<file path="src/dpsd_defs.vh">
// Purpose: shared constants of the diagnostic telegram assembler
// Assumes: included by bare name from every design file
// Notes: definitions only
`ifndef DPSD_DEFS_VH
`define DPSD_DEFS_VH

// process image block layout (byte offsets inside the 6-byte block)
`define DPSD_OFF_STATUS 3'h0
`define DPSD_OFF_PAY_FIRST 3'h1
`define DPSD_BLK_LEN 3'h6
`define DPSD_PAY_BYTES 5

// diagnostic status byte fields and special values
`define DPSD_ST_VALID 0
`define DPSD_ST_DELETE 1
`define DPSD_STAT_IGNORE 8'h03
`define DPSD_STAT_RESET 8'h00

// telegram byte positions
`define DPSD_TEL_ST1 4'h0
`define DPSD_TEL_ST2 4'h1
`define DPSD_TEL_ST3 4'h2
`define DPSD_TEL_MADDR 4'h3
`define DPSD_TEL_ID_A 4'h4
`define DPSD_TEL_ID_B 4'h5
`define DPSD_TEL_HDR 4'h6
`define DPSD_TEL_MSG 4'h7
`define DPSD_TEL_USR0 4'hb
`define DPSD_TEL_USR1 4'hc
`define DPSD_TEL_USR2 4'hd
`define DPSD_TEL_USR3 4'he
`define DPSD_TEL_USR4 4'hf
`define DPSD_TEL_FIRST 4'h0
`define DPSD_TEL_LAST 4'hf

// device specific header and message codes
`define DPSD_DEV_LEN 6'h0a
`define DPSD_DEV_CODE 2'h0
`define DPSD_MSG_NONE 8'h00
`define DPSD_MSG_ERR_LO 8'h12
`define DPSD_MSG_ERR_HI 8'h17
`define DPSD_MSG_USER 8'h40
`define DPSD_BYTE_ZERO 8'h00

`endif

</file>
<file path="src/dpsd_tel_byte.v">
// Purpose: selects one byte of the 16-byte diagnostic telegram
// Assumes: purely combinational, index from the sender in the main module
// Notes: fixed bits are forced here so no caller can disturb them
`timescale 1ns/1ps
`default_nettype none
`include "dpsd_defs.vh"

module dpsd_tel_byte (
    // selection
    input wire [3:0] idx,
    // station status sources
    input wire [5:0] st1_flags,
    input wire [4:0] st2_flags,
    input wire ovf_flag,
    input wire [7:0] master_addr,
    input wire [15:0] ident_num,
    // device specific content
    input wire [7:0] msg_code,
    input wire [39:0] user_bytes,
    // result
    output reg [7:0] tel_byte
);
    // st1_flags: {wrong_param, unsupported, ext_diag, cfg_mismatch, not_ready}, bit5 unused
    always @* begin
        tel_byte = `DPSD_BYTE_ZERO;
        case (idx)
            `DPSD_TEL_ST1: tel_byte = {1'b0, st1_flags[4], 1'b0, st1_flags[3:0], 1'b0};
            `DPSD_TEL_ST2: tel_byte = {2'b00, st2_flags[4:2], 1'b1, st2_flags[1:0]};
            `DPSD_TEL_ST3: tel_byte = {ovf_flag, 7'h00};
            `DPSD_TEL_MADDR: tel_byte = master_addr;
            `DPSD_TEL_ID_A: tel_byte = ident_num[15:8];
            `DPSD_TEL_ID_B: tel_byte = ident_num[7:0];
            `DPSD_TEL_HDR: tel_byte = {`DPSD_DEV_CODE, `DPSD_DEV_LEN};
            `DPSD_TEL_MSG: tel_byte = msg_code;
            `DPSD_TEL_USR0: tel_byte = user_bytes[7:0];
            `DPSD_TEL_USR1: tel_byte = user_bytes[15:8];
            `DPSD_TEL_USR2: tel_byte = user_bytes[23:16];
            `DPSD_TEL_USR3: tel_byte = user_bytes[31:24];
            `DPSD_TEL_USR4: tel_byte = user_bytes[39:32];
            default: tel_byte = `DPSD_BYTE_ZERO;
        endcase
    end
endmodule // dpsd_tel_byte

`default_nettype wire

</file>
<file path="src/dpsd_assembler.v">
// Purpose: builds and streams the slave diagnostic telegram, owns the 6-byte image block
// Assumes: all inputs come from logic on the same clock, no synchronisers needed
// Notes: telegram bytes are read live while streaming except the user bytes and the message code
`timescale 1ns/1ps
`default_nettype none
`include "dpsd_defs.vh"

// Function
// - answer master requests, send unsolicited on errors
// - telegram bytes 0-5 standard, 6-15 device specific
// - station status 1 with bits 0,5,7 zero
// - station status 2 bit 2 one, bit 7 zero
// - station status 3 bit 7 is overflow
// - byte 3 master address, bytes 4-5 ident
// - byte 6 length ten, code zero
// - byte 7 carries the message code
// - bytes 11-15 forward processor user bytes
// - image block holds status then user bytes
// - block base set by configuration input
// - status bit rising zero to one starts diagnostic
// - status value 03h is ignored entirely
// - bit0 valid/start, bit1 delete, rest reserved
module dpsd_assembler #(
    parameter AW = 11
) (
    // clock and reset
    input wire clock,
    input wire rst_n,
    // process image access from the local processor
    input wire [AW-1:0] cfg_diag_base,
    input wire pi_wr,
    input wire pi_rd,
    input wire [AW-1:0] pi_addr,
    input wire [7:0] pi_wdata,
    output reg [7:0] pi_rdata_r,
    output reg pi_hit_r,
    // station state from the slave protocol logic
    input wire st_not_ready,
    input wire st_cfg_mismatch,
    input wire st_unsupported,
    input wire st_wrong_param,
    input wire st_need_param,
    input wire st_static_diag,
    input wire st_resp_mon,
    input wire st_freeze_rx,
    input wire st_sync_rx,
    input wire st_overflow,
    input wire [7:0] master_addr,
    input wire [15:0] ident_num,
    // internal error report
    input wire err_active,
    input wire [7:0] err_code,
    // master diagnostic request
    input wire diag_req,
    // telegram byte stream toward the framing layer
    output reg tx_valid_r,
    input wire tx_ready,
    output reg [7:0] tx_byte_r,
    output reg [3:0] tx_index_r,
    output reg tx_last_r,
    output reg tx_spont_r,
    // visible state
    output reg user_valid_r,
    output reg [7:0] msg_code_r
);
    localparam ST_IDLE = 1'b0;
    localparam ST_SEND = 1'b1;

    reg state_r;
    reg state_nxt;
    reg [7:0] stat_r;
    reg [39:0] pay_r;
    reg [39:0] tel_user_r;
    reg req_pend_r;
    reg spont_pend_r;
    reg err_seen_r;
    reg [7:0] err_code_seen_r;
    reg cur_spont_r;
    reg [7:0] cur_msg_r;
    reg [3:0] idx_r;
    reg [3:0] idx_nxt;

    wire [AW-1:0] blk_off_full;
    wire [2:0] blk_off;
    wire blk_hit;
    wire stat_wr;
    wire stat_ok;
    wire trig_evt;
    wire del_evt;
    wire err_code_ok;
    wire err_evt;
    wire start_send;
    wire byte_taken;
    wire send_done;
    wire [7:0] msg_live;
    wire [7:0] tel_byte;
    wire [2:0] pay_sel;
    wire blk_rd;
    wire pay_wr;
    wire [7:0] tel_msg;

    // block decode, base comes from the processor configuration
    // a base change only moves later accesses, nothing is relocated
    assign blk_off_full = pi_addr - cfg_diag_base;
    assign blk_off = blk_off_full[2:0];
    assign blk_hit = (pi_addr >= cfg_diag_base) &&
                     (blk_off_full < {{(AW-3){1'b0}}, `DPSD_BLK_LEN});
    assign pay_sel = blk_off - `DPSD_OFF_PAY_FIRST;
    assign blk_rd = pi_rd && blk_hit;
    assign pay_wr = pi_wr && blk_hit && (blk_off != `DPSD_OFF_STATUS);

    // status byte handling
    // 03h is dropped whole, so the stored edge reference stays put
    assign stat_wr = pi_wr && blk_hit && (blk_off == `DPSD_OFF_STATUS);
    assign stat_ok = stat_wr && (pi_wdata != `DPSD_STAT_IGNORE);
    assign trig_evt = stat_ok && pi_wdata[`DPSD_ST_VALID] && !stat_r[`DPSD_ST_VALID];
    assign del_evt = stat_ok && pi_wdata[`DPSD_ST_DELETE];

    // an error is only reported with a code from the defined range
    assign err_code_ok = (err_code >= `DPSD_MSG_ERR_LO) && (err_code <= `DPSD_MSG_ERR_HI);
    assign err_evt = err_active && err_code_ok &&
                     (!err_seen_r || (err_code != err_code_seen_r));

    // message code: a pending error outranks user data
    assign msg_live = (err_active && err_code_ok) ? err_code :
                      (user_valid_r ? `DPSD_MSG_USER : `DPSD_MSG_NONE);

    // one code per telegram, so byte 0 and byte 7 never disagree mid-stream
    assign tel_msg = start_send ? msg_live : cur_msg_r;

    assign byte_taken = tx_valid_r && tx_ready;
    assign send_done = byte_taken && (idx_r == `DPSD_TEL_LAST);
    assign start_send = (state_r == ST_IDLE) && (req_pend_r || spont_pend_r);

    // image block write: status byte and five user bytes
    always @(posedge clock) begin
        if (!rst_n) begin
            stat_r <= `DPSD_STAT_RESET;
        end else if (stat_ok) begin
            stat_r <= pi_wdata;
        end
    end

    genvar gi;
    generate
        for (gi = 0; gi < `DPSD_PAY_BYTES; gi = gi + 1) begin : g_pay
            always @(posedge clock) begin
                if (!rst_n) begin
                    pay_r[8*gi +: 8] <= `DPSD_BYTE_ZERO;
                end else if (pay_wr && (pay_sel == gi)) begin
                    pay_r[8*gi +: 8] <= pi_wdata;
                end
            end
        end
    endgenerate

    // image block read back
    always @(posedge clock) begin
        if (!rst_n) begin
            pi_rdata_r <= `DPSD_BYTE_ZERO;
            pi_hit_r <= 1'b0;
        end else begin
            pi_hit_r <= blk_rd;
            if (!blk_rd) begin
                pi_rdata_r <= `DPSD_BYTE_ZERO;
            end else if (blk_off == `DPSD_OFF_STATUS) begin
                pi_rdata_r <= stat_r;
            end else begin
                pi_rdata_r <= pay_r[8*pay_sel +: 8];
            end
        end
    end

    // user data validity and the forwarded copy of the user bytes
    // the copy is frozen at the trigger; later payload writes wait for the next one
    always @(posedge clock) begin
        if (!rst_n) begin
            user_valid_r <= 1'b0;
            tel_user_r <= 40'h00_0000_0000;
        end else if (trig_evt) begin
            user_valid_r <= 1'b1;
            tel_user_r <= pay_r;
        end else if (del_evt || (stat_ok && !pi_wdata[`DPSD_ST_VALID])) begin
            user_valid_r <= 1'b0;
        end
    end

    // error edge tracking
    // a new code while still active counts as a fresh error
    always @(posedge clock) begin
        if (!rst_n) begin
            err_seen_r <= 1'b0;
            err_code_seen_r <= `DPSD_MSG_NONE;
        end else begin
            err_seen_r <= err_active && err_code_ok;
            err_code_seen_r <= err_code;
        end
    end

    // pending send flags; a new event in the start cycle stays pending
    // events that arrive before the start merge into one telegram
    always @(posedge clock) begin
        if (!rst_n) begin
            req_pend_r <= 1'b0;
            spont_pend_r <= 1'b0;
        end else begin
            if (diag_req) begin
                req_pend_r <= 1'b1;
            end else if (start_send) begin
                req_pend_r <= 1'b0;
            end
            if (trig_evt || del_evt || err_evt) begin
                spont_pend_r <= 1'b1;
            end else if (start_send) begin
                spont_pend_r <= 1'b0;
            end
        end
    end

    // telegram byte selection
    dpsd_tel_byte u_tel_byte (
        .idx(idx_nxt),
        .st1_flags({1'b0, st_wrong_param, st_unsupported, (tel_msg != `DPSD_MSG_NONE),
                    st_cfg_mismatch, st_not_ready}),
        .st2_flags({st_sync_rx, st_freeze_rx, st_resp_mon, st_static_diag, st_need_param}),
        .ovf_flag(st_overflow),
        .master_addr(master_addr),
        .ident_num(ident_num),
        .msg_code(tel_msg),
        .user_bytes(tel_user_r),
        .tel_byte(tel_byte)
    );

    // sender state machine
    // the index parks at zero while idle so byte 0 is ready at the start
    always @* begin
        state_nxt = state_r;
        idx_nxt = idx_r;
        case (state_r)
            ST_IDLE: begin
                idx_nxt = `DPSD_TEL_FIRST;
                if (start_send) begin
                    state_nxt = ST_SEND;
                end
            end
            ST_SEND: begin
                if (send_done) begin
                    state_nxt = ST_IDLE;
                    idx_nxt = `DPSD_TEL_FIRST;
                end else if (byte_taken) begin
                    idx_nxt = idx_r + 4'h1;
                end
            end
            default: begin
                state_nxt = ST_IDLE;
                idx_nxt = `DPSD_TEL_FIRST;
            end
        endcase
    end

    // stream registers, held while the framer stalls
    always @(posedge clock) begin
        if (!rst_n) begin
            state_r <= ST_IDLE;
            idx_r <= `DPSD_TEL_FIRST;
            tx_valid_r <= 1'b0;
            tx_byte_r <= `DPSD_BYTE_ZERO;
            tx_index_r <= `DPSD_TEL_FIRST;
            tx_last_r <= 1'b0;
            tx_spont_r <= 1'b0;
            cur_spont_r <= 1'b0;
            cur_msg_r <= `DPSD_MSG_NONE;
            msg_code_r <= `DPSD_MSG_NONE;
        end else begin
            state_r <= state_nxt;
            idx_r <= idx_nxt;
            msg_code_r <= msg_live;
            if (start_send) begin
                // a master request wins the label when both are pending
                cur_spont_r <= !req_pend_r;
                cur_msg_r <= msg_live;
                tx_valid_r <= 1'b1;
                tx_byte_r <= tel_byte;
                tx_index_r <= idx_nxt;
                tx_last_r <= 1'b0;
                tx_spont_r <= !req_pend_r;
            end else if (send_done) begin
                tx_valid_r <= 1'b0;
                tx_last_r <= 1'b0;
                tx_spont_r <= 1'b0;
                tx_byte_r <= `DPSD_BYTE_ZERO;
                tx_index_r <= `DPSD_TEL_FIRST;
            end else if (byte_taken) begin
                tx_byte_r <= tel_byte;
                tx_index_r <= idx_nxt;
                tx_last_r <= (idx_nxt == `DPSD_TEL_LAST);
                tx_spont_r <= cur_spont_r;
            end
        end
    end
endmodule // dpsd_assembler

`default_nettype wire

</file>
<file path="config.mk">
export PLATFORM = sky130hd
export DESIGN_NAME = dpsd_assembler
export DESIGN_NICKNAME = d
export VERILOG_FILES = /design/src/dpsd_tel_byte.v /design/src/dpsd_assembler.v
export VERILOG_INCLUDE_DIRS = /design/src
export SDC_FILE = /design/constraint.sdc
export NUM_CORES = 1
export LEC_CHECK = 0
export ABC_AREA = 1
export BUFFER_PORTS_ARGS = -buffer_cell sky130_fd_sc_hd__buf_2
export CAP_MARGIN = 20
export CORE_ASPECT_RATIO = 0.5
export CORE_MARGIN = 2
export CORE_UTILIZATION = 35
export DETAILED_ROUTE_END_ITERATION = 7
export GPL_TIMING_DRIVEN = 0
export SLEW_MARGIN = 10
export SYNTH_ARGS = -nofsm -noshare
export SYNTH_HDL_FRONTEND = slang
export SYNTH_HIERARCHICAL = 1
export SYNTH_SLANG_ARGS = --single-unit
</file>
<file path="constraint.sdc">
create_clock -name clock -period 6.03 [get_ports clock]
set_clock_uncertainty 0.2 [all_clocks]
set_input_delay 0.3015 -clock clock [delete_from_list [all_inputs] [get_ports clock]]
set_output_delay 0.3015 -clock clock [all_outputs]
set_load 0.005 [all_outputs]
</file>
# Word-level counts from Yosys, hierarchy flattened
# Cells that the tools add are included.
classes:
  add_sub_neg: 3
  mul: 0
  n_div: 0
  order_cmp: 4
  n_eq_ne: 19
  shift: 1
  n_mux: 27
  n_bitwise: 2
  reduce_logical: 42
op_table:
  columns: ["op", "count"]
  rows:
  - ["case mux 8 bit (13 select lines)", 1]
  - ["two-way mux 8 bit", 6]
  - ["variable part select 40 x 7 -> 8 bit", 1]
  - ["== test 4 bit (second input constant)", 6]
  - ["logical AND 1 bit", 21]
  - ["two-way mux 4 bit", 5]
  - ["== test 4 x 3 -> 1 bit (second input constant)", 4]
  - ["two-way mux 1 bit", 12]
  - [">= comparator 11 bit", 1]
  - ["less-than comparator 11 x 3 -> 1 bit (second input constant)", 1]
  - ["subtractor 11 bit", 1]
  - ["== test 4 x 2 -> 1 bit (second input constant)", 2]
  - [">= comparator 8 x 5 -> 1 bit (second input constant)", 1]
  - ["<= comparator 8 x 5 -> 1 bit (second input constant)", 1]
  - ["!= test 8 x 2 -> 1 bit (second input constant)", 1]
  - ["!= test 8 bit", 1]
  - ["case mux 4 bit (2 select lines)", 1]
  - ["nonzero test 2 bit", 4]
  - ["nonzero test 8 bit", 1]
  - ["two-way mux 7 bit", 1]
  - ["== test 3 x 2 -> 1 bit (second input constant)", 2]
  - ["logical NOT 3 bit", 2]
  - ["nonzero test 3 bit", 2]
  - ["logical OR 1 bit", 5]
  - ["other kinds (11)", 15]
totals:
  reg_bits: 146
  latchBits: 0
  ram_bits: 0
  mem_bits_ro: 0
  out_inout_bits: 33
  elab_cells: 122
  memories: 0

# Longest topological paths before layout
# Gate-level depths: netlist of run 1.
logic_depth:
  ltp_word: 11
  mapped_depth: 20

# By module
# Netlist of run 1, hierarchy kept.
by_module_without_submodules:
  columns: ["mod", "n_inst", "cells_each", "area_per_inst_um2", "seq_area_each_um2"]
  rows:
  - ["dpsd_assembler", 1, 1056, 6989.2, 2922.8]
  - ["dpsd_tel_byte", 1, 193, 874.6, 0.0]

# Worst setup path after synthesis of run 1
# OpenSTA, ideal clock, no wires.
synth_timing:
  path_kind: "input port to flip-flop"
  from: "in pi_addr[0]"
  to: "reg pay_r[6]"
  setup_time_ps: 64
  arrival_ps: 2430
  required_ps: 5766
  path_slack_ps: 3337
  stages: 13
  n_path_buf: 1
  path_cell_list: "inv_1 > ha_1 > fa_1 > ha_1 > or2_1 > nand2_1 > inv_2 > buf_2 > nor2_1 > inv_1 > nor2_4 > nor2_1 > nor2_1"
synth_between:
  elab_chain_len: 6
synth_lines:
  columns: ["item", "line", "rtl"]
  rows:
  - ["from (decl)", "dpsd_assembler.v:33", "input wire [AW-1:0] pi_addr,"]
  - ["subtractor 11 bit", "dpsd_assembler.v:104", "assign blk_off_full = pi_addr - cfg_diag_base;"]
  - ["less-than comparator 11 x 3 -> 1 bit", "dpsd_assembler.v:107", "(blk_off_full < {{(AW-3){1'b0}}, `DPSD_BLK_LEN});"]
  - ["logical AND 1 bit", "dpsd_assembler.v:106", "assign blk_hit = (pi_addr >= cfg_diag_base) &&"]
  - ["logical AND 1 bit (2 in a row)", "dpsd_assembler.v:110", "assign pay_wr = pi_wr && blk_hit && (blk_off != `DPSD_OFF_STATUS);"]
  - ["logical AND 1 bit *", "dpsd_assembler.v:150", "end else if (pay_wr && (pay_sel == gi)) begin"]
  - ["to (signal, indexed assignment)", "dpsd_assembler.v:149", "pay_r[8*gi +: 8] <= `DPSD_BYTE_ZERO;"]
  - ["to (signal, indexed assignment)", "dpsd_assembler.v:151", "pay_r[8*gi +: 8] <= pi_wdata;"]
  - ["to (decl)", "dpsd_assembler.v:72", "reg [39:0] pay_r;"]
# Every way passes the cells marked *; elsewhere a longest branch is shown, timed or not.
# A chain may end at the register's enable or synchronous reset.

# Final worst setup path of run 1
layout_timing:
  from: "reg idx_r[0]"
  to: "reg tx_byte_r[7]"
layout_between:
  elab_chain_len: 9
layout_lines:
  columns: ["item", "line", "rtl"]
  rows:
  - ["from (decl)", "dpsd_assembler.v:80", "reg [3:0] idx_r;"]
  - ["from (signal assigned)", "dpsd_assembler.v:265", "idx_r <= `DPSD_TEL_FIRST;"]
  - ["from (signal assigned)", "dpsd_assembler.v:276", "idx_r <= idx_nxt;"]
  - ["adder 4 x 1 -> 4 bit or == test 4 bit (tied branches)", null, null]
  - ["two-way mux 4 bit or logical AND 1 bit (tied branches)", "dpsd_assembler.v:250, dpsd_assembler.v:132", null]
  - ["two-way mux 4 bit *", "dpsd_assembler.v:247", "if (send_done) begin"]
  - ["case mux 4 bit (2 select lines) *", "dpsd_assembler.v:239", "case (state_r)"]
  - ["net idx_nxt[1]", "dpsd_assembler.v:81", "reg [3:0] idx_nxt;"]
  - ["== test 4 bit (tied with other cells)", "dpsd_tel_byte.v:26", "case (idx)"]
  - ["case mux 8 bit (13 select lines) *", "dpsd_tel_byte.v:26", null]
  - ["net tel_byte[7]", "dpsd_assembler.v:96", "wire [7:0] tel_byte;"]
  - ["two-way mux 8 bit", "dpsd_assembler.v:293", "end else if (byte_taken) begin"]
  - ["two-way mux 8 bit", "dpsd_assembler.v:287", "end else if (send_done) begin"]
  - ["two-way mux 8 bit *", "dpsd_assembler.v:278", "if (start_send) begin"]
  - ["to (signal assigned)", "dpsd_assembler.v:283", "tx_byte_r <= tel_byte;"]
  - ["to (signal assigned)", "dpsd_assembler.v:291", "tx_byte_r <= `DPSD_BYTE_ZERO;"]
  - ["to (signal assigned)", "dpsd_assembler.v:294", "tx_byte_r <= tel_byte;"]
  - ["to (decl)", "dpsd_assembler.v:58", "output reg [7:0] tx_byte_r,"]
# Mark *: on every way through the listed nets, which the timed path passes. The rest lies on a longest branch. The select of a mux whose other input is x is not followed.

==> results of run 1 <==
-- area by class of cell --
cell class              instances  area share, %
multi-input cells             889          43.06
flip-flops and latches        146          30.86
inverters                     171          6.804
repair buffers                119          6.764
clock buffers                  19          4.571
well taps                     300          3.964
plain buffers                  45          2.391
clock inverters                13          1.585
-- worst max-delay path by stage --
stage,depth (start not counted),endpoint,startpoint
after floorplan,13,pay_r[6]$_SDFFE_PN0P_,pi_addr[0]
after global placement,11,pay_r[37]$_SDFFE_PN0P_,cfg_diag_base[0]
after detailed placement,11,pay_r[34]$_SDFFE_PN0P_,cfg_diag_base[0]
after CTS,16,tx_byte_r[7]$_SDFFE_PN0P_,idx_r[0]$_SDFF_PN0_
after global routing,16,tx_byte_r[4]$_SDFFE_PN0P_,idx_r[0]$_SDFF_PN0_
final,16,tx_byte_r[7]$_SDFFE_PN0P_,idx_r[0]$_SDFF_PN0_
-- cells in the mapped netlist, types with 6 or more instances --
| master | number |
|---|---|
| a21oi_1 | 60 |
| buf_2 | 10 |
| clkbuf_1 | 25 |
| dfxtp_1 | 146 |
| ha_1 | 17 |
| inv_1 | 164 |
| nand2_1 | 342 |
| nand3_1 | 123 |
| nand4_1 | 10 |
| nor2_1 | 229 |
| nor2_4 | 9 |
| nor3_1 | 6 |
| o21ai_0 | 48 |
| xor2_1 | 9 |
-- layout by cell type, fill, tap and decap left out, types with 5 or more instances in the layout --
cell type,Yosys,routed
o21ai_0,48,48
clkbuf_1,25,27
nand2_1,342,342
xor2_1,9,9
clkbuf_16,0,17
dlygate4sd3_1,0,9
a21oi_1,60,60
dfxtp_1,146,146
buf_2,10,120
nor3_1,6,6
nand4_1,10,10
inv_2,5,5
ha_1,17,17
nor2_1,229,229
nand3_1,123,123
nor2_4,9,9
inv_1,164,164
-- registers in the layout, indices dropped and copies added, names as in the netlist, 4 cells and up --
signal           count
cur_msg_r            8
err_code_seen_r      8
idx_r                4
msg_code_r           8
pay_r               40
pi_rdata_r           8
stat_r               8
tel_user_r          40
tx_byte_r            8
tx_index_r           4
-- worst max-delay path, cell delays in order (launching register included) --
cell      delay (ns)
dfxtp_1         0.37
ha_1            0.17
inv_1           0.05
nor3_1          0.18
inv_1           0.08
nor2_1          0.21
nor2_1          0.14
nand2_1         0.15
inv_1           0.14
nor2_1          0.25
clkbuf_1        0.37
nand3_1         0.18
nand2_1         0.10
nor2_1          0.04
nand3_1         0.12
nand2_1         0.08
o22ai_1         0.13
-- where the power goes --
part,internal [mW],switching [mW]
clock,0.615,0.445
combinational,0.110,0.222
sequential,0.978,0.00665
-- cells by family (layout without fill, tap and decap cells) --
logic type               Yosys count  count (layout)  synth area share (%)
AND/OR/NAND/NOR                  739             739                 39.67
adder cells (fa/ha/maj)           18              18                 2.959
buffers and inverters            216             367                 11.07
other                              1               3               0.04769
AO/OA/AOI/OAI                    119             119                 7.876
flip-flops                       146             146                 37.17
XOR/XNOR                          10              10                 1.209
-- metrics by stage --
step                total power [mW]  instance area [µm²]
finish                         2.378                 9470
global route                   2.481                 9470
global placement               1.327                 8797
floorplan                      1.213                 7871
detailed placement             1.331                 8797
CTS                            2.396                 9470
-- routing by layer --
metal	up-vias	track usage (%)
li1	4159	-
met1	3586	27.73
met2	220	33.05
met3	38	3.045
met4	0	7.436
met5	-	0
-- repair_timing --
| item | 4_1_cts | 5_1_grt |
|---|---|---|
| hold buffers | 9 | 0 |
| hold endpoints to repair | 12 | 0 |
| setup endpoints to repair | 0 | 0 |
==> reports/results.ini, run 1 <==
[run_status]
outcome=complete, no violations

[cts]
post-cts-setup-buffers=0
cts_tree=built
cts_buffers=17
clock_sinks=146
insertion_delay_ns=0.43
cts.clk_slew.worst_paths_ns=0.06
cts_root_buf=clkbuf_16
clock_path_buffers=2
cts_resized=0
h-tree-depth=4

[sta]
worst_pin_slew_ns=0.7696
finalCritPeriodShare_pct=50.07
clock.fmax_ghz=0.3312
hold_violations=0
drv_slew=0
grt_setup_unrepaired=false
setup_viol=0
hold_slack_ns=0.03177
finalSetupTns_ns=0
min_period_ns=3.019
slew_headroom_pct=48.50
setup_ws_ns=3.011

[global_route]
grt_pass1_wl_mm=37.41
gr-total-overflow=0
grt_max_degree=17
gr-usage-all-layers_pct=20.34
antenna_found_initial=0
grt_pass1_vias=7222

[detailed_routing]
top_layer=met4
vias=8003
route.detailed.drc=0
dr.pass1.iters=7
wl_met1_mm=11.49
wirelength_mm=23.93
wl_met2_mm=10.54
dr_wl_met3_mm=1.399
dr.first_iter.drc_count=519
avgRoutedWirePerCell_um=14.06
viasPerCell=4.702
ant_nets=0

[setup_path]
reg2reg_slack_ns=3.01
critPathLaunchType=register
reg2reg_to=tx_byte_r[7]$_SDFFE_PN0P_
r2r-start=idx_r[0]$_SDFF_PN0_
critPathCaptureType=register
worstSetupPathType=register to register
rr_worst_depth=16
worstPathArrival_ns=3.18
cp_max_fo=10
required_ns=6.19

[floorplanning]
die_y_um=110.0
initial_core_util_pct=35.96
die_x_um=216.0
rows=38
ios=112
die_area_um2=23760
core_um2=21870

[layout]
syn2layout_area_growth_pct=20.43
final_cells=1702
antenna_cells=0
drive_gt1_share_pct=13.48
final_util_pct=43.30
fill_cells=2353
multi_input_area_um2=4078
seqCellArea_um2=2923
fin_nets=1486

[placed_design]
dp_hpwl_mm=18.68
portBuffers=110
gp_congestion=0.9280
place_ws_ns=2.664
dp_cells=1661

[flow_run]
drv_cap=0

[hold_path]
hold_path_depth=3
worstHoldPathType=input pin to register
min_from=pi_wdata[7]
holdPathEnd=stat_r[7]$_SDFFE_PN0N_

[yosys]
synth_top_area_share_pct=37.17
yosysTopAreaCell=dfxtp_1
synthTopCellsByArea=dfxtp_1, nand2_1, nor2_1
syn_area_per_cell_um2=6.296
synth_flop_cell=dfxtp_1
syn_area_um2=7864
synth_edf_count=0
synth_cells=1249
ys_async_sr_fraction_pct=0
seq_area_frac_synth_pct=37.17
ys_warn_count=6
ys_ff_latch=146
synth.distinct_cells=39

[power]
ir_drop_mv=0.1743
power.density_nw_per_um2=251.1
p_leak_nw=5.002

(Power assumes the default switching activity.)
==> run 2: changes to the inputs <==
clock period = 3 ns   (was 6.03 ns; I/O delays follow)
==> run 2 against run 1 <==
Hold slack got worse by 0.0071 ns. Wire length up 0.47%. Critical path type unchanged. Register-to-register slack got worse by 2.8 ns. Highest routed layer unchanged. Sequential share of layout area fell by 0.43 points.
==> reports/results.ini, run 2 (synthesis results as in run 1) <==
[run_status]
outcome=complete, no violations

[cts]
cts.clk_slew.worst_paths_ns=0.06  ; about the same
cts_buffers=17  ; unchanged
cts_root_buf=clkbuf_16
cts_tree=built
insertion_delay_ns=0.43  ; about the same
h-tree-depth=4  ; unchanged
clock_sinks=146  ; unchanged
clock_path_buffers=2  ; unchanged

[layout]
syn2layout_area_growth_pct=22.13
fill_cells=2345  ; -0.34%
seqCellArea_um2=2923  ; unchanged
antenna_cells=0  ; unchanged
final_cell_mix=nand2_1, nor2_1, inv_1
multi_input_area_um2=4088  ; +0.25%
layout_commonest_cell=nand2_1
drive_gt1_share_pct=13.99  ; +0.51 points
reg_top3=pay_r: 40 flops, tel_user_r: 40 flops
final_cells=1715  ; +0.76%
fin_nets=1499  ; +0.87%

[sta]
grt_setup_unrepaired=false
finalCritPeriodShare_pct=92.94  ; +43 points
min_period_ns=2.788  ; -0.2309 ns
worst_pin_slew_ns=0.6996  ; -0.07002 ns
drv_slew=0  ; unchanged
hold_violations=0  ; unchanged
hold_slack_ns=0.02469  ; -0.007083 ns
slew_headroom_pct=53.36  ; +4.9 points
setup_viol=0  ; unchanged
clock.fmax_ghz=0.3587  ; +8.3%

[setup_path]
required_ns=3.11  ; -3.08 ns
r2r-start=idx_r[0]$_SDFF_PN0_
cp_max_fo=10  ; unchanged
crit_path_start=idx_r[0]$_SDFF_PN0_
crit_chain=ha_1 -> inv_1 -> nor3_1 -> inv_1 -> nor2_2 -> nor2_2 -> nand3_1 -> inv_1 -> nand2_2 -> inv_2 -> buf_4 -> nand3_1 -> nand2_1 -> nor2_1 -> nand3_1 -> nand2_1 -> o22ai_1
worstSetupPathType=register to register
critPathMaxStageDelay_ns=0.37  ; about the same
worstPathArrival_ns=2.90  ; -0.28 ns
critPathLaunchType=register
critPathCaptureType=register
slowest_stage=dfxtp_1

[global_route]
gr-total-overflow=0  ; unchanged
grt_pass1_wl_mm=37.49  ; +0.22%
grt_pass1_vias=7249  ; +0.37%
gr-usage-all-layers_pct=20.37  ; +0.035 points
antenna_found_initial=0  ; unchanged
grt_max_degree=17  ; unchanged

[floorplanning]
core_um2=21870  ; unchanged
rows=38  ; unchanged
ios=112  ; unchanged
initial_core_util_pct=35.96  ; unchanged
die_y_um=110.0  ; unchanged
die_x_um=216.0  ; unchanged
die_area_um2=23760  ; unchanged

[hold_path]
min_from=pi_rd
worstHoldPathType=input pin to register

[detailed_routing]
wirelength_mm=24.04  ; +0.47%
viasPerCell=4.724  ; +0.47%
route.detailed.drc=0  ; unchanged
avgRoutedWirePerCell_um=14.02  ; -0.29%
dr.first_iter.drc_count=562  ; +8.3%
ant_nets=0  ; unchanged
dr.pass1.iters=7  ; unchanged
vias=8102  ; +1.2%

[power]
ir_drop_mv=0.3488  ; +100%
p_leak_nw=5.060  ; +1.2%
total_power_mw=4.791  ; +100%
power.density_nw_per_um2=498.8  ; +99%

[flow_run]
drv_cap=0  ; unchanged

[placed_design]
dp_cells=1661  ; unchanged
gp_congestion=0.9280  ; unchanged
dp_hpwl_mm=18.68  ; unchanged
portBuffers=110  ; unchanged

==> run 2: changes by cell type in the layout (fill, tap and decap cells not counted), moves of 4 or more <==
cell	delta
buf_4	+4
dlygate4sd3_1	+9
nor2_1	-4
nor2_2	+4
==> run 2: final timing paths <==
path              slack [ns]  cells past startpoint                   endpoint
setup / recovery        0.21                     17  tx_byte_r[7]$_SDFFE_PN0P_
hold / removal          0.02                      3        pi_hit_r$_SDFF_PN0_
setup reg to reg        0.21                     17  tx_byte_r[7]$_SDFFE_PN0P_
hold reg to reg         0.27                      2     stat_r[3]$_SDFFE_PN0N_
==> run 2: cell type report <==
| cell class | instances | area share [%] |
|---|---|---|
| Buffer | 45 | 2.397 |
| Clock buffer | 19 | 4.508 |
| Clock inverter | 13 | 1.563 |
| Inverter | 171 | 6.709 |
| Multi-Input combinational cell | 889 | 42.56 |
| Sequential cell | 146 | 30.43 |
| Tap cell | 300 | 3.908 |
| Timing Repair Buffer | 132 | 7.921 |
==> run 2: what timing repair did <==
action,CTS,global route
endpoints found under the hold margin,53,0
setup buffers,0,4
gates resized for setup,0,7
hold buffers,18,0
endpoints found under the setup margin,0,16
==> run 2: power breakdown <==
| group | leakage [nW] | total [mW] | internal [mW] | switching (mW) |
|---|---|---|---|---|
| Sequential | 1.18 | 1.98 | 1.97 | 0.0134 |
| Clock | 0.272 | 2.13 | 1.24 | 0.893 |
| Combinational | 3.61 | 0.680 | 0.230 | 0.451 |
==> run 2: critical path, delay by kind of cell, from the launching register on <==
family                     cells  cell delay, ns
buffers and inverters          5            0.59
DFF                            1            0.37
and+or+nand+nor               10            1.27
AOI/OAI and AO/OA              1            0.08
adders and majority gates      1            0.17
==> run 2: through the flow <==
step | worst slack, ns | utilization [%] | setup TNS, ns | instance area [µm²]
floorplan | 0.4580 | - | 0 | 7871
global placement | -0.1144 | 40.22 | -1.128 | 8797
detailed placement | -0.2142 | 40.22 | -3.364 | 8797
CTS | 0.02986 | 43.71 | 0 | 9560
global route | 0.006882 | 43.91 | 0 | 9604
finish | 0.2118 | 43.91 | 0 | 9604
==> run 2: per-layer routing <==
metal / vias up / part of all wire (%) / track usage, %
met4: 0 / 2.2 / 7.436
met1: 3632 / 49 / 27.78
met3: 37 / 5.2 / 3.018
met2: 239 / 44 / 33.14
met5: - / 0 / 0
li1: 4194 / - / -
==> run 3: changes to the inputs <==
--- a/config.mk
+++ b/config.mk
@@ -8,5 +8,4 @@
 export LEC_CHECK = 0
 export ABC_AREA = 1
-export BUFFER_PORTS_ARGS = -buffer_cell sky130_fd_sc_hd__buf_2
 export CAP_MARGIN = 20
 export CORE_ASPECT_RATIO = 0.5
@@ -14,4 +13,5 @@
 export CORE_UTILIZATION = 35
 export DETAILED_ROUTE_END_ITERATION = 7
+export DONT_BUFFER_PORTS = 1
 export GPL_TIMING_DRIVEN = 0
 export SLEW_MARGIN = 10
--- a/constraint.sdc
+++ b/constraint.sdc
@@ -3,3 +3,3 @@
 set_input_delay 0.15 -clock clock [delete_from_list [all_inputs] [get_ports clock]]
 set_output_delay 0.15 -clock clock [all_outputs]
-set_load 0.005 [all_outputs]
+set_load 0.01 [all_outputs]
==> run 3 against run 2 <==
Clock power up 8%. Sequential power about the same. Power up 2.7%. Non-clock buffer count down 81. Flip-flop and latch count unchanged.
==> reports/results.ini, run 3 (synthesis results as in run 1) <==
[cts]
cts_root_buf=clkbuf_16
insertion_delay_ns=0.43  ; about the same
cts_tree=built
clock_sinks=146  ; unchanged
cts.clk_slew.worst_paths_ns=0.06  ; about the same
cts_buffers=17  ; unchanged
h-tree-depth=4  ; unchanged
clock_path_buffers=2  ; unchanged

[detailed_routing]
dr.pass1.iters=7  ; unchanged
wirelength_mm=24.48  ; +1.8%
avgRoutedWirePerCell_um=14.98  ; +6.9%
route.detailed.drc=0  ; unchanged
viasPerCell=4.858  ; +2.8%
dr.first_iter.drc_count=725  ; +29%
ant_nets=0  ; unchanged
vias=7938  ; -2.0%

[setup_path]
required_ns=3.12  ; about the same
critPathLaunchType=input pin
reg2reg_to=tx_byte_r[7]$_SDFFE_PN0P_
worstSetupPathType=input pin to register
reg2reg_slack_ns=0.23  ; +0.02 ns
rr_worst_depth=17  ; unchanged
cp_max_fo=10  ; unchanged
worstPathArrival_ns=2.88  ; -0.02 ns
r2r-start=idx_r[0]$_SDFF_PN0_
critPathCaptureType=register

[power]
p_int_mw=3.581  ; +4.3%
p_sw_share_pct=27.25  ; -1.1 points
p_leak_nw=4.737  ; -6.4%
share_comb_of_total_power_pct=13.0  ; -1.2 points
ir_drop_mv=0.2939  ; -16%
total_power_mw=4.923  ; +2.7%
power.density_nw_per_um2=523.1  ; +4.9%
switchingPower_mw=1.341  ; -1.2%
p_clk_share_pct=46.5  ; +2.0 points
power_frac_seq_pct=40.5  ; -0.8 points

[sta]
min_period_ns=2.767  ; -0.02152 ns
slew_headroom_pct=53.09  ; -0.27 points
worst_pin_slew_ns=0.7010  ; +0.001473 ns
hold_violations=0  ; unchanged
setup_ws_ns=0.2333  ; +0.02152 ns
setup_viol=0  ; unchanged
clock.fmax_ghz=0.3614  ; +0.78%
hold_slack_ns=0.02915  ; +0.004463 ns
finalCritPeriodShare_pct=92.22  ; -0.72 points
drv_slew=0  ; unchanged

[placed_design]
place_ws_ns=-0.1185  ; +0.09568 ns
portBuffers=0  ; -100%
dp_hpwl_mm=18.27  ; -2.2%
placed_cell_area_um2=8247  ; -6.3%
gp_congestion=0.9579  ; +3.2%

[global_route]
gr-total-overflow=0  ; unchanged
antenna_found_initial=0  ; unchanged
grt_max_degree=17  ; unchanged
grt_pass1_vias=7507  ; +3.6%
grt_pass1_wl_mm=38.36  ; +2.3%
gr-usage-all-layers_pct=20.85  ; +0.48 points

[flow_run]
drv_cap=0  ; unchanged

[floorplanning]
die_y_um=110.0  ; unchanged
die_x_um=216.0  ; unchanged
initial_core_util_pct=35.96  ; unchanged
die_area_um2=23760  ; unchanged
core_um2=21870  ; unchanged
rows=38  ; unchanged
ios=112  ; unchanged

[layout]
reg_top3=pay_r: 40 flops, tel_user_r: 40 flops
fin_nets=1418  ; -5.4%
layout_commonest_cell=nand2_1
drive_gt1_share_pct=6.972  ; -7.0 points
antenna_cells=0  ; unchanged
post-route-cell-area_um2=9410  ; -2.0%
fill_cells=2335  ; -0.43%
syn2layout_area_growth_pct=19.67
final_cell_mix=nand2_1, nor2_1, inv_1

[hold_path]
holdPathEnd=tx_byte_r[4]$_SDFFE_PN0P_
worstHoldPathType=input pin to register
min_from=master_addr[4]
hold_path_depth=6  ; +3

[run_status]
outcome=complete, no violations

-- run 3: cell count changes in the layout (fill, tap and decap cells not counted), sizes merged --
cell         change
buf            -109
bufinv           +2
clkbuf           -2
clkinvlp         -2
dlygate4sd3     +29
inv              +1
-- run 3: metrics by stage --
| stage | utilization, % | TNS [ns] | instances |
|---|---|---|---|
| after CTS | 42.73 | 0 | 1630 |
| after floorplan | - | 0 | 1251 |
| final | 43.03 | 0 | 1634 |
| after detailed placement | 37.71 | -0.8361 | 1551 |
| after global placement | 37.71 | -0.1738 | 1551 |
| after global routing | 43.03 | -0.002482 | 1634 |
-- run 3: timing repair --
action / CTS / global route
setup endpoints to repair: 0 / 9
setup buffers: 0 / 4
hold buffers: 47 / 0
endpoints found under the hold margin: 88 / 0
resized for setup: 0 / 14
-- run 3: routing by layer --
layer | global-route usage, % | vias up | routed length (µm)
met5 | 0 | - | 0
met4 | 8.513 | 0 | 697
met3 | 4.060 | 67 | 1687
met2 | 34.47 | 263 | 10840
met1 | 27.11 | 3586 | 11250
li1 | - | 4022 | -
-- run 3: how the worst max path moves through the flow --
stage | slack, ns | start | cells past startpoint | endpoint
global placement | -0.03 | pi_addr[0] | 11 | pay_r[39]$_SDFFE_PN0P_
finish | 0.23 | pi_addr[0] | 16 | pay_r[13]$_SDFFE_PN0P_
floorplan | 0.46 | pi_addr[0] | 13 | pay_r[6]$_SDFFE_PN0P_
CTS | 0.06 | tx_valid_r$_SDFFE_PN0P_ | 15 | tx_byte_r[7]$_SDFFE_PN0P_
detailed placement | -0.12 | pi_addr[0] | 11 | pay_r[37]$_SDFFE_PN0P_
global route | -0.002 | pi_addr[0] | 19 | pay_r[13]$_SDFFE_PN0P_
-- run 3: layout make-up --
type                       instances  area [µm²]  area share (%)
multi-input combinational        889        4108           43.65
sequential                       146        2923           31.06
inverter                         171       644.4           6.847
timing repair buffer              51       500.5           5.318
clock buffer                      18       429.2           4.561
tap                              300       375.4           3.989
buffer                            45       230.2           2.446
clock inverter                    14       200.2           2.127
-- run 3: power by group through the flow --
stage / Combinational, mW / Sequential, mW / Clock (mW)
2_1_floorplan: 0.414 / 2.03 / 0
3_3_place_gp: 0.544 / 2.04 / 0
3_5_place_dp: 0.553 / 2.04 / 0
4_1_cts: 0.625 / 2.00 / 2.33
5_1_grt: 0.715 / 2.00 / 2.42
6_report: 0.638 / 2.00 / 2.29
-- run 3: critical path, stage by stage --
cell	delay, ns
inv_1	0.02
ha_1	0.20
fa_2	0.59
inv_1	0.09
nand2_1	0.09
nand3_1	0.09
nor2_2	0.11
nand3_1	0.10
nor2_2	0.15
nand4_2	0.12
nor2_4	0.22
nand2_4	0.11
buf_6	0.16
nor2_1	0.08
nor2_1	0.05
dlygate4sd3_1	0.55
